File: src/rtl/eilu_pkg.sv
// Purpose: Shared constants and carriers for the encoder index latch unit
// Assumes: Register addresses are word indices on the serial register port
// Notes:   Config struct field order matches its bit order 10..0
package eilu_pkg;

  // Register addresses
  localparam logic [6:0] ADDR_RAMP_STATUS  = 7'h35;
  localparam logic [6:0] ADDR_RAMP_CAPTURE = 7'h36;
  localparam logic [6:0] ADDR_ENC_CONFIG   = 7'h38;
  localparam logic [6:0] ADDR_ENC_COUNT    = 7'h39;
  localparam logic [6:0] ADDR_ENC_CONST    = 7'h3a;
  localparam logic [6:0] ADDR_ENC_STATUS   = 7'h3b;
  localparam logic [6:0] ADDR_ENC_LATCH    = 7'h3c;

  // Field positions and config width
  localparam int STAT_STOP_L    = 0;
  localparam int STAT_STOP_R    = 1;
  localparam int STAT_LATCH_L   = 2;
  localparam int ENC_ST_NEVENT  = 0;
  localparam int CFG_ONCE_BIT   = 5;
  localparam int CFG_WIDTH      = 11;

  // Reset values
  localparam logic [10:0] CFG_RESET   = 11'h000;
  localparam logic [31:0] COUNT_RESET = 32'h0000_0000;
  localparam logic [31:0] CONST_RESET = 32'h0001_0000;

  // Fraction divisors
  localparam logic [16:0] DIV_BINARY  = 17'h10000;
  localparam logic [16:0] DIV_DECIMAL = 17'h02710;

  // Index sensitivity codes
  localparam logic [1:0] SENS_LEVEL = 2'h0;
  localparam logic [1:0] SENS_RISE  = 2'h1;
  localparam logic [1:0] SENS_FALL  = 2'h2;
  localparam logic [1:0] SENS_BOTH  = 2'h3;

  typedef struct packed {
    logic       sel_decimal;
    logic       latch_ramp;
    logic       clear_count;
    logic [1:0] sens;
    logic       once;
    logic       cont;
    logic       index_skip_quadrature_gate;
    logic       pol_n;
    logic       pol_b;
    logic       pol_a;
  } eilu_cfg_s;

  typedef struct packed {
    logic        wr;
    logic [6:0]  addr;
    logic [31:0] wdata;
  } eilu_req_s;

  typedef struct packed {
    logic stop_r;
    logic stop_l;
    logic n;
    logic b;
    logic a;
  } eilu_pins_s;

endpackage

File: src/rtl/eilu_sync_decode.sv
// Purpose: Pin synchroniser and quadrature step decoder
// Assumes: Pins are asynchronous to clk
// Notes:   A pin change counts once stages two and three agree
`timescale 1ns/1ps
`default_nettype none
module eilu_sync_decode
  import eilu_pkg::*;
(
  // Clock and reset
  input  wire logic       clk,
  input  wire logic       sys_rst,
  // Raw pins
  input  wire eilu_pins_s pins_raw,
  // Clean pins and steps
  output var  eilu_pins_s pins,
  output var  logic       step,
  output var  logic       dir_up
);

  eilu_pins_s s1;
  eilu_pins_s s2;
  eilu_pins_s s3;
  eilu_pins_s next_pins;
  logic       next_step;
  logic       next_dir_up;

  always_comb begin
    next_pins = pins;
    for (int i = 0; i < 5; i++) begin
      if (s2[i] == s3[i]) begin
        next_pins[i] = s3[i];
      end
    end
    next_step   = (next_pins.a ^ pins.a) ^ (next_pins.b ^ pins.b);
    next_dir_up = pins.a ^ next_pins.b;
  end

  always_ff @(posedge clk) begin
    if (sys_rst) begin
      s1     <= '0;
      s2     <= '0;
      s3     <= '0;
      pins   <= '0;
      step   <= 1'b0;
      dir_up <= 1'b0;
    end else begin
      s1     <= pins_raw;
      s2     <= s1;
      s3     <= s2;
      pins   <= next_pins;
      step   <= next_step;
      dir_up <= next_dir_up;
    end
  end

endmodule // eilu_sync_decode
`default_nettype wire

File: src/rtl/eilu_core.sv
// Purpose: Encoder counter, index event qualifier and position latches
// Assumes: Ramp position and switch latch pulse come from logic on clk
// Notes:   Read data follows the address with one cycle of latency
`timescale 1ns/1ps
`default_nettype none
module eilu_core
  import eilu_pkg::*;
(
  // Clock and reset
  input  wire logic        clk,
  input  wire logic        sys_rst,
  // Encoder and switch pins
  input  wire eilu_pins_s  pins_raw,
  // Ramp side
  input  wire logic [31:0] ramp_actual_position,
  input  wire logic        switch_latch_l,
  // Register port
  input  wire eilu_req_s   req,
  output var  logic [31:0] rdata
);

  eilu_pins_s  pins;
  logic        step;
  logic        dir_up;
  eilu_cfg_s   cfg;
  eilu_cfg_s   next_cfg;
  logic [31:0] enc_count;
  logic [31:0] next_enc_count;
  logic [15:0] frac_acc;
  logic [15:0] next_frac_acc;
  logic [31:0] enc_const;
  logic [31:0] next_enc_const;
  logic [31:0] enc_latch;
  logic [31:0] next_enc_latch;
  logic [31:0] ramp_capture;
  logic [31:0] next_ramp_capture;
  logic        n_event_flag;
  logic        next_n_event_flag;
  logic        latch_l_flag;
  logic        next_latch_l_flag;
  logic        once_armed;
  logic        next_once_armed;
  logic        n_act_prev;
  logic [31:0] next_rdata;
  logic        n_act;
  logic        n_evt;
  logic        do_latch;
  logic [47:0] accum;

  eilu_sync_decode u_sync (
    .clk      (clk),
    .sys_rst  (sys_rst),
    .pins_raw (pins_raw),
    .pins     (pins),
    .step     (step),
    .dir_up   (dir_up)
  );

  // Returns new fraction and signed count delta for one step
  function automatic logic [47:0] enc_accum(input logic [15:0] acc,
                                            input logic [31:0] k,
                                            input logic        up,
                                            input logic        dec);
    logic [17:0] sum;
    logic [17:0] div;
    logic        carry;
    logic [31:0] whole;
    div   = {1'b0, (dec ? DIV_DECIMAL : DIV_BINARY)};
    carry = 1'b0;
    if (up) begin
      sum = {2'b00, acc} + {2'b00, k[15:0]};
      if (sum >= div) begin
        sum   = sum - div;
        carry = 1'b1;
      end
    end else begin
      sum = {2'b00, acc} - {2'b00, k[15:0]};
      if (sum[17]) begin
        sum   = sum + div;
        carry = 1'b1;
      end
    end
    whole = {{16{k[31]}}, k[31:16]} + {31'h0, carry};
    return {sum[15:0], (up ? whole : 32'h0 - whole)};
  endfunction

  always_comb begin
    next_cfg          = cfg;
    next_enc_count    = enc_count;
    next_frac_acc     = frac_acc;
    next_enc_const    = enc_const;
    next_enc_latch    = enc_latch;
    next_ramp_capture = ramp_capture;
    next_n_event_flag = n_event_flag;
    next_latch_l_flag = latch_l_flag;
    next_once_armed   = once_armed;
    n_act = (pins.n == cfg.pol_n) &&
            (cfg.index_skip_quadrature_gate ||
             ((pins.a == cfg.pol_a) && (pins.b == cfg.pol_b)));
    case (cfg.sens)
      SENS_LEVEL: n_evt = n_act;
      SENS_RISE:  n_evt = n_act && !n_act_prev;
      SENS_FALL:  n_evt = !n_act && n_act_prev;
      default:    n_evt = n_act ^ n_act_prev;
    endcase
    do_latch = n_evt && (cfg.cont || once_armed);
    accum = enc_accum(frac_acc, enc_const, dir_up, cfg.sel_decimal);
    if (step) begin
      next_frac_acc  = accum[47:32];
      next_enc_count = enc_count + accum[31:0];
    end
    if (do_latch) begin
      next_enc_latch = enc_count;
      next_once_armed = 1'b0;
      if (cfg.clear_count) begin
        next_enc_count = COUNT_RESET;
        next_frac_acc  = 16'h0000;
      end
      if (cfg.latch_ramp) begin
        next_ramp_capture = ramp_actual_position;
      end
    end
    if (switch_latch_l) begin
      next_ramp_capture = ramp_actual_position;
      next_enc_latch    = enc_count;
    end
    if (req.wr) begin
      case (req.addr)
        ADDR_ENC_CONFIG: begin
          next_cfg        = eilu_cfg_s'(req.wdata[CFG_WIDTH-1:0]);
          next_once_armed = req.wdata[CFG_ONCE_BIT];
        end
        ADDR_ENC_COUNT: begin
          next_enc_count = req.wdata;
          next_frac_acc  = 16'h0000;
        end
        ADDR_ENC_CONST:  next_enc_const = req.wdata;
        ADDR_ENC_STATUS: begin
          if (req.wdata[ENC_ST_NEVENT]) begin
            next_n_event_flag = 1'b0;
          end
        end
        ADDR_RAMP_STATUS: begin
          if (req.wdata[STAT_LATCH_L]) begin
            next_latch_l_flag = 1'b0;
          end
        end
        default: ;
      endcase
    end
    if (n_evt) begin
      next_n_event_flag = 1'b1;
    end
    if (switch_latch_l) begin
      next_latch_l_flag = 1'b1;
    end
    case (req.addr)
      ADDR_RAMP_STATUS:  next_rdata = {29'h0, latch_l_flag, pins.stop_r, pins.stop_l};
      ADDR_RAMP_CAPTURE: next_rdata = ramp_capture;
      ADDR_ENC_CONFIG:   next_rdata = {21'h0, cfg};
      ADDR_ENC_COUNT:    next_rdata = enc_count;
      ADDR_ENC_CONST:    next_rdata = enc_const;
      ADDR_ENC_STATUS:   next_rdata = {31'h0, n_event_flag};
      ADDR_ENC_LATCH:    next_rdata = enc_latch;
      default:           next_rdata = 32'h0;
    endcase
  end

  always_ff @(posedge clk) begin
    if (sys_rst) begin
      cfg          <= eilu_cfg_s'(CFG_RESET);
      enc_count    <= COUNT_RESET;
      frac_acc     <= 16'h0000;
      enc_const    <= CONST_RESET;
      enc_latch    <= COUNT_RESET;
      ramp_capture <= COUNT_RESET;
      n_event_flag <= 1'b0;
      latch_l_flag <= 1'b0;
      once_armed   <= 1'b0;
      n_act_prev   <= 1'b0;
      rdata        <= 32'h0;
    end else begin
      cfg          <= next_cfg;
      enc_count    <= next_enc_count;
      frac_acc     <= next_frac_acc;
      enc_const    <= next_enc_const;
      enc_latch    <= next_enc_latch;
      ramp_capture <= next_ramp_capture;
      n_event_flag <= next_n_event_flag;
      latch_l_flag <= next_latch_l_flag;
      once_armed   <= next_once_armed;
      n_act_prev   <= n_act;
      rdata        <= next_rdata;
    end
  end
endmodule // eilu_core
`default_nettype wire

File: config.mk
export PLATFORM = sky130hd
export DESIGN_NAME = eilu_core
export DESIGN_NICKNAME = d
export VERILOG_FILES = /design/src/rtl/eilu_pkg.sv /design/src/rtl/eilu_sync_decode.sv /design/src/rtl/eilu_core.sv
export SDC_FILE = /design/constraint.sdc
export NUM_CORES = 1
export LEC_CHECK = 0
export ABC_CLOCK_PERIOD_IN_PS = 10260
export BUFFER_PORTS_ARGS = -buffer_cell sky130_fd_sc_hd__buf_2
export CAP_MARGIN = 0
export CORE_MARGIN = 2
export CORE_UTILIZATION = 61
export CTS_CLUSTER_SIZE = 40
export DETAILED_ROUTE_END_ITERATION = 12
export HOLD_SLACK_MARGIN = 0.02
export PLACE_DENSITY_LB_ADDON = 0.25
export SETUP_SLACK_MARGIN = 0.3
export SYNTH_ARGS = -nofsm -noshare
export SYNTH_HDL_FRONTEND = slang
export SYNTH_SLANG_ARGS = --single-unit
export TNS_END_PERCENT = 1
File: constraint.sdc
create_clock -name clk -period 10.26 [get_ports clk]
set_clock_uncertainty 0.15 [all_clocks]
set_input_delay 0 -clock clk [delete_from_list [all_inputs] [get_ports clk]]
set_output_delay 0 -clock clk [all_outputs]
set_load 0.01 [all_outputs]
After elaboration in Yosys (flattened, before gate mapping)
Index checks and enable logic that the tools add are counted.
{ "classes": {"n_eq_ne": 17, "mux": 38, "magnitude_cmp": 1, "reduce_logical": 23, "n_bitwise": 5, "add_sub_neg": 7} }
{ "ops": {"columns": ["op", "count"], "rows": [
  ["two-way mux 32 bit", 11],
  ["one-hot mux 32 bit (7 select lines)", 1],
  ["two-way mux 16 bit", 8],
  ["== test 7 x 6 -> 1 bit (second input constant)", 7],
  ["adder 32 bit", 1],
  ["subtractor 1 x 17 -> 18 bit (first input constant)", 1],
  ["adder 16 x 16 -> 17 bit", 1],
  ["adder 16 x 2 -> 17 bit", 1],
  [">= comparator 17 bit", 1],
  ["two-way mux 17 bit", 1],
  ["subtractor 16 x 16 -> 17 bit", 1],
  ["adder 16 bit", 1],
  ["two-way mux 1 bit", 16],
  ["nonzero test 2 bit", 8],
  ["subtractor 16 bit", 1],
  ["== test 1 bit", 8],
  ["AND reduction 2 bit", 3],
  ["AND reduction 3 bit", 2],
  ["logical AND 1 bit", 5],
  ["bitwise XOR 1 bit", 5],
  ["one-hot mux 1 bit (3 select lines)", 1],
  ["== test 2 x 1 -> 1 bit (second input constant)", 1],
  ["== test 2 bit (second input constant)", 1],
  ["zero test 1 bit", 2],
  ["2 further kinds", 3]
]} }
{ "totals": {"elab_cells": 133, "ff_bits": 213, "input_bits": 80, "out_inout_bits": 32} }

Logic depth before layout (Yosys ltp)
Gate-level depths: netlist of run 1.
{ "logic_depth": {"word_depth": 13, "ltp_mapped": 41, "ltp_nobuf": 39} }

Modules after synthesis
From an unflattened synthesis of run 1, not the netlist that was laid out.
{ "hier_totals": {"cells_unflattened": 1673, "hier_area_um2": 13032.5} }
{ "modules_own_cells": {"columns": ["mod", "n_inst", "seq_area_each_um2", "area_per_inst_um2", "cells_each"], "rows": [
  ["eilu_core", 1, 3823.7, 12355.6, 1611],
  ["eilu_sync_decode", 1, 440.4, 676.9, 62]
]} }

Worst setup path before layout of run 1
Ideal clock, no wire load.
{ "synth_timing": {"path_type": "register to register", "from": "register enc_const[0]", "to": "register enc_count[27]", "path_slack_ns": 2.471, "path_stages_with_launch": 40, "setup_time_ns": 0.128, "arrival_ns": 7.512, "path_buffers": 2, "cell_sequence": "dfxtp_1 ha_1 inv_1 fa_1 o21bai_1 o2111ai_1 a31oi_2 nor2_1 o21bai_1 a21oi_1 xor2_1 ha_1 nand3_1 nor3_1 and4_1 a311oi_2 nand3_2 buf_6 [... 4 more ...] nand4_1 buf_2 mux2i_1 o22a_1 a211oi_1 a31oi_1 and2_1 ha_1 nand2_1 o21ai_0 a21o_1 a21oi_1 a21oi_1 o22ai_1 o311ai_0 o41ai_1 a222oi_1 nor2_1"} }
{ "synth_between": {"elab_chain_len": 13} }
{ "synth_lines": {"columns": ["element", "line_no", "source"], "rows": [
  ["from (decl)", "eilu_core.sv:31", "logic [31:0] enc_const;"],
  ["from (signal assigned)", "eilu_core.sv:186", "enc_const <= next_enc_const;"],
  ["adder 16 x 16 -> 17 bit", "eilu_core.sv:71", "sum = {2'b00, acc} + {2'b00, k[15:0]};"],
  [">= comparator 17 bit", "eilu_core.sv:72", "if (sum >= div) begin"],
  ["two-way mux 1 bit", "eilu_core.sv:72", null],
  ["two-way mux 1 bit *", "eilu_core.sv:70", "if (up) begin"],
  ["adder 16 x 2 -> 17 bit *", "eilu_core.sv:83", "whole = {{16{k[31]}}, k[31:16]} + {31'h0, carry};"],
  ["subtractor 1 x 17 -> 18 bit", "eilu_core.sv:84", "return {sum[15:0], (up ? whole : 32'h0 - whole)};"],
  ["two-way mux 32 bit *", "eilu_core.sv:84", null],
  ["adder 32 bit *", "eilu_core.sv:110", "next_enc_count = enc_count + accum[31:0];"],
  ["two-way mux 32 bit *", "eilu_core.sv:108", "if (step) begin"],
  ["two-way mux 32 bit", "eilu_core.sv:115", "if (cfg.clear_count) begin"],
  ["two-way mux 32 bit *", "eilu_core.sv:112", "if (do_latch) begin"],
  ["two-way mux 32 bit", "eilu_core.sv:128", "case (req.addr)"],
  ["two-way mux 32 bit *", "eilu_core.sv:127", "if (req.wr) begin"],
  ["to (signal assigned)", "eilu_core.sv:184", "enc_count <= next_enc_count;"],
  ["to (decl)", "eilu_core.sv:27", "logic [31:0] enc_count;"]
]} }
Every way passes the cells marked *; elsewhere a longest branch is shown, timed or not.
A chain may end at the register's enable or synchronous reset.

Worst setup path after layout of run 1
Same ends and word-level chain as after synthesis.

==> results of run 1 <==
final timing paths:
kind / slack [ns] / end / startpoint
setup reg to reg: 0.92 / enc_count[27] / enc_const[0]
hold reg to reg: 0.30 / u_sync.s2[1] / u_sync.s1[1]
setup / recovery: 0.92 / enc_count[27] / enc_const[0]
hold / removal: 0.08 / rdata[7] / req[34]
per-layer routing:
layer / global-route usage (%) / vias to the layer above / part of all wire (%) / wire length, um
li1: - / 6330 / - / -
met1: 49.3 / 6343 / 40 / 17700
met2: 63.7 / 828 / 46 / 20400
met3: 5.76 / 157 / 9.8 / 4320
met4: 14.5 / 0 / 4.0 / 1780
met5: 0 / - / 0 / 0
critical path: cells and delay by family (launching register included):
kind,cells,cell delay [ns]
simple gates,11,2.20
fa+ha+maj,6,1.93
xor+xnor,1,0.22
compound gates,18,4.23
flops,1,0.40
buf+inv,1,0.05
kinds of logic (layout without fill, tap and decap cells):
| kind of cell | count (synthesis) | after routing | share of synthesized area (%) |
|---|---|---|---|
| and+or+nand+nor | 589 | 589 | 20.1 |
| AOI/OAI and AO/OA | 532 | 532 | 25.6 |
| DFF | 213 | 213 | 32.6 |
| buffers and inverters | 165 | 327 | 4.89 |
| xor gates and xnor gates | 97 | 97 | 6.54 |
| adders and majority gates | 86 | 86 | 8.39 |
| muxes | 25 | 25 | 1.94 |
registers in the layout, indices dropped and copies added (netlist names), 5 cells and up:
signal	cells
cfg	11
u_sync.s1	5
enc_latch	32
u_sync.pins	5
u_sync.s2	5
u_sync.s3	5
ramp_capture	32
frac_acc	16
enc_count	32
rdata	32
enc_const	32
report_power, final:
| part | switching, mW | internal, mW |
|---|---|---|
| logic | 0.150 | 0.111 |
| registers | 0.0104 | 0.841 |
| clock network | 0.352 | 0.592 |
timing repair:
action                                  CTS  global route
endpoints found under the hold margin   165             0
hold buffers                             99             0
gates resized for setup                   0             0
buffers inserted                          0             4
endpoints found under the setup margin    0             4
cell usage in the layout (no fill, tap or decap), drive strengths merged, types with 5 or more instances in the layout:
cell type	instances
mux2i	22
or2	9
nand3	35
dlygate4sd3	99
nor3	22
a21o	15
a222oi	7
dfxtp	213
o21a	9
nor2	118
a31o	8
o2bb2ai	5
o21bai	11
nand2b	11
and2	14
nand4	15
buf	128
bufinv	6
a22oi	72
o21ai	67
nand2	299
nor2b	27
xnor2	66
a21oi	240
clkbuf	30
o211ai	8
o22ai	7
inv	60
a211oi	15
and3	16
xor2	31
a31oi	13
ha	83
o31ai	11
area by class of cell:
cell class	count	area [um^2]	share of cell area (%)
clock buffer	30	642	4.12
clock inverter	10	210	1.35
inverter	60	225	1.45
multi-input combinational	1329	8220	52.7
sequential	213	4260	27.4
tap	275	344	2.21
timing repair buffer	227	1680	10.8
==> impl_metrics.toml, run 1 <==
[routing]
ant_nets = 0
wl_per_cell_um = 20.6
drc = 0
avgViaCountPerCell = 6.37
drt_wl_total_mm = 44.2
drt-initial-drc-count = 1357
drtPass1Iterations = 6
num_vias = 13700

[place]
post-place-cells = 2001
gp_congestion = 0.997
io_buffers = 111
pre_cts_ws_ns = 0.932
dpl.hpwl_mm = 29.0
placed_area_um2 = 13700

[synth]
synthFlopType = "dfxtp_1"
synth.largest_area_cell = "dfxtp_1"
synth_edf_count = 0
netlist_instances = 1707
seq_area_frac_synth_pct = 32.6
avgSynthCellArea_um2 = 7.67
async_flop_share_pct = 0
synthTopCellsByArea = "dfxtp_1 (33%), a21oi_1 (9.2%), nand2_1 (8.5%)"
synth_nets = 1873
synth_warnings = 0
syn-cell-area_um2 = 13100
yosysMostFrequentCell = "nand2_1"
netlist-cell-type-count = 85
yosys_register_bits = 213
ys_top_cells_by_count = "nand2_1 (298), a21oi_1 (240), dfxtp_1 (213)"
synth_top_area_share_pct = 32.6

[sta]
min_period_ns = 9.34
grt_setup_unrepaired = "no"
final.setup.worst_slack_ns = 0.923
worstMarginPinSlew_ns = 1.13
period_share_pct = 91.0
timing.hold.ws_ns = 0.0811
finalHoldViolCount = 0
slew-limit-headroom_pct = 23.7
clock.fmax_mhz = 107
setup-violations-final = 0
drv_slew = 0
fin_tns_setup_ns = 0

[die]
die_h_um = 151
rows = 53
coreArea_um2 = 21000
start_util_pct = 62.3
die-area_um2 = 22700
fp.dieW_um = 151
io_pins = 112

[worst_setup_path]
end_kind = "register"
cpPeakStageDelay_ns = 0.59
worstPathArrival_ns = 9.56
crit_type = "reg2reg"
cp_max_fo = 18
worst_path_most_repeated_cell = "ha_1"
startpoint_type = "register"
r2r_cells = 37
cp_data_required_time_ns = 10.48
crit_path_top_delay_cell = "a211oi_1"

[layout]
fill_cells = 1602
layout.nets = 2020
n_antenna_cell = 0
stdcell_area_um2 = 15600
layout-drive-gt1-share_pct = 11.0
area_growth_pct = 18.9
fin_cells = 2144
finish.utilization_pct = 74.1

[pwr]
power.total_mw = 2.06
p_leak_nw = 6.19
power_density_nw_per_um2 = 132
ir_drop_mv = 0.160

[clocking]
cts_sinks = 213
h-tree-depth = 1
cts_buffer_depth = 3
cts-buffers-inserted = 23
insertion_delay_ns = 0.53
cts-root-buf = "clkbuf_16"
tritoncts = "built"
clk_pin_slew_ns = 0.06

[grt]
grt_first_pass_wirelength_mm = 68.0
grt_pass1_vias = 12900
grt_antenna_before_repair = 0
grt_max_degree = 81
overflow = 0
grt_usage_pct = 38.0

[run_status]
status = "finished, final reports clean"

[hold_path]
hold_class = "in2reg"
min_delay_path_depth = 5

[flow_run]
cap_violations = 0
(Power assumes the default switching activity.)
==> run 2, diff against run 1 <==
--- a/config.mk
+++ b/config.mk
@@ -5,6 +5,7 @@
 export SDC_FILE = /design/constraint.sdc
 export NUM_CORES = 1
 export LEC_CHECK = 0
+export ABC_AREA = 1
 export ABC_CLOCK_PERIOD_IN_PS = 10260
 export BUFFER_PORTS_ARGS = -buffer_cell sky130_fd_sc_hd__buf_2
 export CAP_MARGIN = 0
==> impl_metrics.toml, run 2 <==
[clocking]
insertion_delay_ns = 0.52
cts_sinks = 213
post-cts-setup-buffers = 0
hold_buffers = 115
cts_resized = 0
cts-root-buf = "clkbuf_16"
h-tree-depth = 1
cts_buffer_depth = 3
clk_pin_slew_ns = 0.06
cts-buffers-inserted = 23
tritoncts = "built"

[routing]
num_vias = 15200
avgViaCountPerCell = 5.97
drt_wl_total_mm = 47.9
wl_per_cell_um = 18.9
drc = 0
ant_nets = 0
drtPass1Iterations = 7
drt-initial-drc-count = 1696

[grt]
grt_antenna_before_repair = 1
grt_max_degree = 115
grt_first_pass_wirelength_mm = 74.9
grt_usage_pct = 39.0
overflow = 0
grt_pass1_vias = 14500

[sta]
slew-limit-headroom_pct = 18.6
period_share_pct = 82.1
min_period_ns = 8.42
grt_setup_unrepaired = "no"
clock.fmax_mhz = 119
setup-violations-final = 0
worstMarginPinSlew_ns = 1.21
fin_tns_setup_ns = 0
drv_slew = 0
finalHoldViolCount = 0

[layout]
mostFrequentLayoutCells = "nand2_1 (356), inv_1 (277), nor2_1 (229), dfxtp_1 (212), a21oi_1 (200)"
layout-drive-gt1-share_pct = 10.9
layout.nets = 2401
finish.utilization_pct = 72.7
area_growth_pct = 18.1
layout_commonest_cell = "nand2_1"
fill_cells = 1785

[synth]
yosys_register_bits = 213
seq_area_frac_synth_pct = 30.9
synth_warnings = 0
netlist_instances = 2052
yosysMostFrequentCell = "nand2_1"
synthTopCellsByArea = "dfxtp_1 (31%), nand2_1 (9.7%), inv_1 (7.6%)"
synth.largest_area_cell = "dfxtp_1"
synth_nets = 2218
async_flop_share_pct = 0
syn-cell-area_um2 = 13800
synth_edf_count = 0
ys_top_cells_by_count = "nand2_1 (356), inv_1 (278), nor2_1 (229)"
synthFlopType = "dfxtp_1"
synth_top_area_share_pct = 30.9
netlist-cell-type-count = 58
avgSynthCellArea_um2 = 6.73

[worst_setup_path]
worstPathArrival_ns = 8.67
crit_type = "reg2reg"
r2r_slack_ns = 1.84
r2r_start = "enc_const[6]"
crit_path_top_delay_cell = "dlygate4sd3_1"
startpoint_type = "register"
r2r_end = "enc_count[26]"
cpLargestDelayFamily = "simple AND/OR/NAND/NOR gates"
cp_max_fo = 16
cp_data_required_time_ns = 10.51
cp_num_buf_inv = 4
r2r_cells = 47
end_kind = "register"
worst_path_most_repeated_cell = "nand2_1"
cpPeakStageDelay_ns = 0.60

[place]
io_buffers = 111
dpl.hpwl_mm = 32.5
gp_congestion = 0.964

[die]
coreArea_um2 = 22400
start_util_pct = 61.5
die_h_um = 154
rows = 55
fp.dieW_um = 154
die-area_um2 = 23800
io_pins = 112

[pwr]
p_leak_nw = 7.69
power_density_nw_per_um2 = 129
power.total_mw = 2.11
ir_drop_mv = 0.146

[run_status]
status = "finished, final reports clean"

[hold_path]
min_to = "u_sync.s1[4]"
holdCritStartpoint = "pins_raw[4]"
min_delay_path_depth = 4
hold_class = "in2reg"

[flow_run]
cap_violations = 0
[run 2: changes by cell type in the layout (fill, tap and decap cells not counted), moves of 17 or more]
cell      delta
nor2b_1     -26
xor2_1      +22
a221oi_1    +26
mux2i_1     -21
nor2_1     +115
a21oi_1     -39
o22ai_1     +24
inv_1      +220
xnor2_1     -58
nand2_2     +17
nand3_1     +57
a22oi_1     -71
o21ai_0    +132
nand2_1     +58
[run 2: logic make-up after synthesis]
group | synth area share, %
simple gates | 24.4
xor+xnor | 3.81
compound gates | 21.8
flops | 30.9
mux | 0.0725
fa+ha+maj | 7.96
buf+inv | 11.1
[run 2: final cells by class]
| cell class | instances | area, um^2 | area share (%) |
|---|---|---|---|
| multi-input combinational | 1459 | 8020 | 49.2 |
| antenna | 2 | 5.00 | 0.0307 |
| timing repair buffer | 241 | 1820 | 11.2 |
| inverter | 297 | 1120 | 6.85 |
| sequential | 213 | 4270 | 26.2 |
| tap | 285 | 357 | 2.19 |
| clock inverter | 13 | 128 | 0.783 |
| clock buffer | 27 | 591 | 3.62 |
[run 2: per-layer routing]
layer / vias to the layer above / part of all wire [%] / GRT usage, %
met2: 800 / 49 / 68.6
met3: 233 / 7.4 / 4.40
met5: - / 0 / 0
met1: 6979 / 37 / 46.7
met4: 0 / 6.7 / 21.3
li1: 7144 / - / -
[run 2: power breakdown]
part	switching, mW	internal (mW)	total [mW]
logic	0.273	0.149	0.422
registers	0.0144	0.849	0.863
clock network	0.359	0.464	0.823
total	0.646	1.46	2.11
[run 2: how the worst max path moves through the flow]
stage / from / endpoint / cells after the start
after CTS: enc_const[4] / enc_count[26] / 49
final: enc_const[6] / enc_count[26] / 47
after global placement: enc_const[4] / enc_count[26] / 48
after global routing: enc_const[5] / enc_count[26] / 49
after floorplan: frac_acc[0] / enc_count[31] / 47
after detailed placement: enc_const[4] / enc_count[31] / 48
[run 2: worst min-delay path, cell delays in order]
cell and delay, ns:
dlygate4sd3_1 0.52, buf_2 0.09, inv_1 0.03, nor2_1 0.07
[run 2: per-stage QoR]
step | instances | setup WS [ns] | cell area, um^2 | hold WS [ns]
floorplan | 2052 | 3.95 | 13800 | -0.0430
global placement | 2380 | 2.63 | 14400 | 0.0499
detailed placement | 2380 | 2.46 | 14400 | 0.0586
CTS | 2535 | 1.98 | 16300 | 0.0322
global route | 2536 | 1.04 | 16300 | 0.125
finish | 2537 | 1.84 | 16300 | 0.0886
==> run 3, diff against run 2 <==
--- a/config.mk
+++ b/config.mk
@@ -6,11 +6,11 @@
 export NUM_CORES = 1
 export LEC_CHECK = 0
 export ABC_AREA = 1
-export ABC_CLOCK_PERIOD_IN_PS = 10260
+export ABC_CLOCK_PERIOD_IN_PS = 7000
 export BUFFER_PORTS_ARGS = -buffer_cell sky130_fd_sc_hd__buf_2
 export CAP_MARGIN = 0
 export CORE_MARGIN = 2
-export CORE_UTILIZATION = 61
+export CORE_UTILIZATION = 55
 export CTS_CLUSTER_SIZE = 40
 export DETAILED_ROUTE_END_ITERATION = 12
 export HOLD_SLACK_MARGIN = 0.02
==> constraint.sdc (replaced) <==
create_clock -name clk -period 7 [get_ports clk]
set_clock_uncertainty 0.15 [all_clocks]
set_input_delay 0 -clock clk [delete_from_list [all_inputs] [get_ports clk]]
set_output_delay 0 -clock clk [all_outputs]
set_load 0.01 [all_outputs]
==> impl_metrics.toml, run 3 (synthesis gave the netlist of run 2 again) <==
[place]
placed_area_um2 = 15400
dpl.hpwl_mm = 34.2
gp_congestion = 0.980
io_buffers = 111

[die]
start_util_pct = 56.4
die_h_um = 162
io_pins = 112
fp.dieW_um = 162
die-area_um2 = 26400
coreArea_um2 = 24500
rows = 57

[hold_path]
hold_class = "in2reg"
holdCritStartpoint = "pins_raw[3]"
min_delay_path_depth = 4
min_to = "u_sync.s1[3]"

[routing]
drt-initial-drc-count = 1579
dr.max_layer_used = "met4"
wirelength_met1_mm = 19.1
dr_wl_met3_mm = 3.31
avgViaCountPerCell = 5.74
drt_wl_total_mm = 49.5
drc = 0
num_vias = 15500
drtPass1Iterations = 6
ant_nets = 0
route.met2.wl_mm = 23.9
wl_per_cell_um = 18.3

[pwr]
p_leak_nw = 8.38
seq_power_share_pct = 38.0
switching_share_pct = 30.3
power_density_nw_per_um2 = 187
power_frac_clock_pct = 38.9
ir_drop_mv = 0.206
p_int_mw = 2.32
power.total_mw = 3.33
p_comb_share_pct = 23.2
p_sw_mw = 1.01

[layout]
mostFrequentLayoutCells = "nand2_1 (343), inv_1 (269), nor2_1 (212), dfxtp_1 (208), a21oi_1 (192)"
layout_commonest_cell = "nand2_1"
layout-drive-gt1-share_pct = 19.9
layout.nets = 2527
stdcell_area_um2 = 17800
area_growth_pct = 29.3
ff_latch_area_um2 = 4270
multi_input_area_um2 = 8500
fill_cells = 1944
n_antenna_cell = 0

[run_status]
status = "finished, final reports clean"

[sta]
slew-limit-headroom_pct = 21.8
period_share_pct = 95.3
grt_setup_unrepaired = "yes"
worstMarginPinSlew_ns = 1.16
drv_slew = 0
setup-violations-final = 0
min_period_ns = 6.67
clock.fmax_mhz = 150
finalHoldViolCount = 0

[worst_setup_path]
cpLargestDelayFamily = "simple AND/OR/NAND/NOR gates"
r2r_cells = 48
startpoint_type = "register"
crit_path_top_delay_cell = "dfxtp_1"
worstPathArrival_ns = 6.94
cp_num_buf_inv = 10
cp-startpoint = "enc_const[9]"
end_kind = "register"
cpPeakStageDelay_ns = 0.35
r2r_start = "enc_const[9]"
cp_num_cells = 48
cp_data_required_time_ns = 7.27
r2r_end = "enc_count[21]"
crit_type = "reg2reg"
cp_max_fo = 3
r2r_slack_ns = 0.33

[flow_run]
cap_violations = 0

[grt]
grt_first_pass_wirelength_mm = 76.1
overflow = 0
grt_usage_pct = 36.2
grt_antenna_before_repair = 0
grt_max_degree = 81
grt_pass1_vias = 14900

[clocking]
cts-root-buf = "clkbuf_16"
cts-buffers-inserted = 24
insertion_delay_ns = 0.53
cts_buffer_depth = 3
tritoncts = "built"
clk_pin_slew_ns = 0.06
cts_sinks = 213
h-tree-depth = 1
## run 3: what timing repair did
action | CTS | global route
endpoints found under the setup margin | 22 | 24
gates resized for setup | 42 | 83
hold buffers | 105 | 0
pin swaps | 17 | 38
cloned | 0 | 0
buffers inserted | 3 | 4
endpoints found under the hold margin | 142 | 0
## run 3: how the worst max path moves through the flow
stage and endpoint:
2_1_floorplan enc_count[31], 3_3_place_gp enc_count[26], 3_5_place_dp enc_count[31], 4_1_cts enc_count[22]
5_1_grt enc_count[27], 6_report enc_count[21]
## run 3: cell type report
type / count / share of cell area, %
flip-flops and latches: 213 / 23.9
well taps: 324 / 2.27
inverters: 297 / 6.26
clock buffers: 33 / 4.01
clock inverters: 11 / 0.512
multi-input cells: 1459 / 47.6
repair buffers: 366 / 15.4
## run 3: power groups by stage
stage	clock, mW	sequential [mW]	combinational (mW)
finish	1.29	1.26	0.771
CTS	1.28	1.26	0.706
global placement	0	1.29	0.635
detailed placement	0	1.29	0.640
floorplan	0	1.28	0.397
global route	1.33	1.27	0.847
## run 3: routing by layer
layer  up-vias  track usage [%]
met1      7182             43.3
met4         0             19.3
met5         -                0
met2       736             63.8
met3       207             4.43
li1       7395                -
## run 3: through the flow
stage	TNS, ns	hold WS, ns	setup slack, ns	std cells	utilization (%)
finish	0	0.0771	0.327	2703	73.0
global route	-0.504	0.0981	-0.101	2703	73.0
CTS	0	0.0416	0.251	2699	71.5
detailed placement	-1.57	0.0582	-0.187	2547	63.1
global placement	-0.411	0.0528	-0.0899	2547	63.1
floorplan	0	-0.0430	0.686	2052	-
## run 3: worst reg2reg max path, delay by kind of cell (launching register included)
family                     cells  cell delay [ns]
AOI/OAI and AO/OA              6             0.60
xor gates and xnor gates       2             0.44
adders and majority gates      6             1.43
buffers and inverters         10             1.14
DFF                            1             0.35
and+or+nand+nor               24             2.50
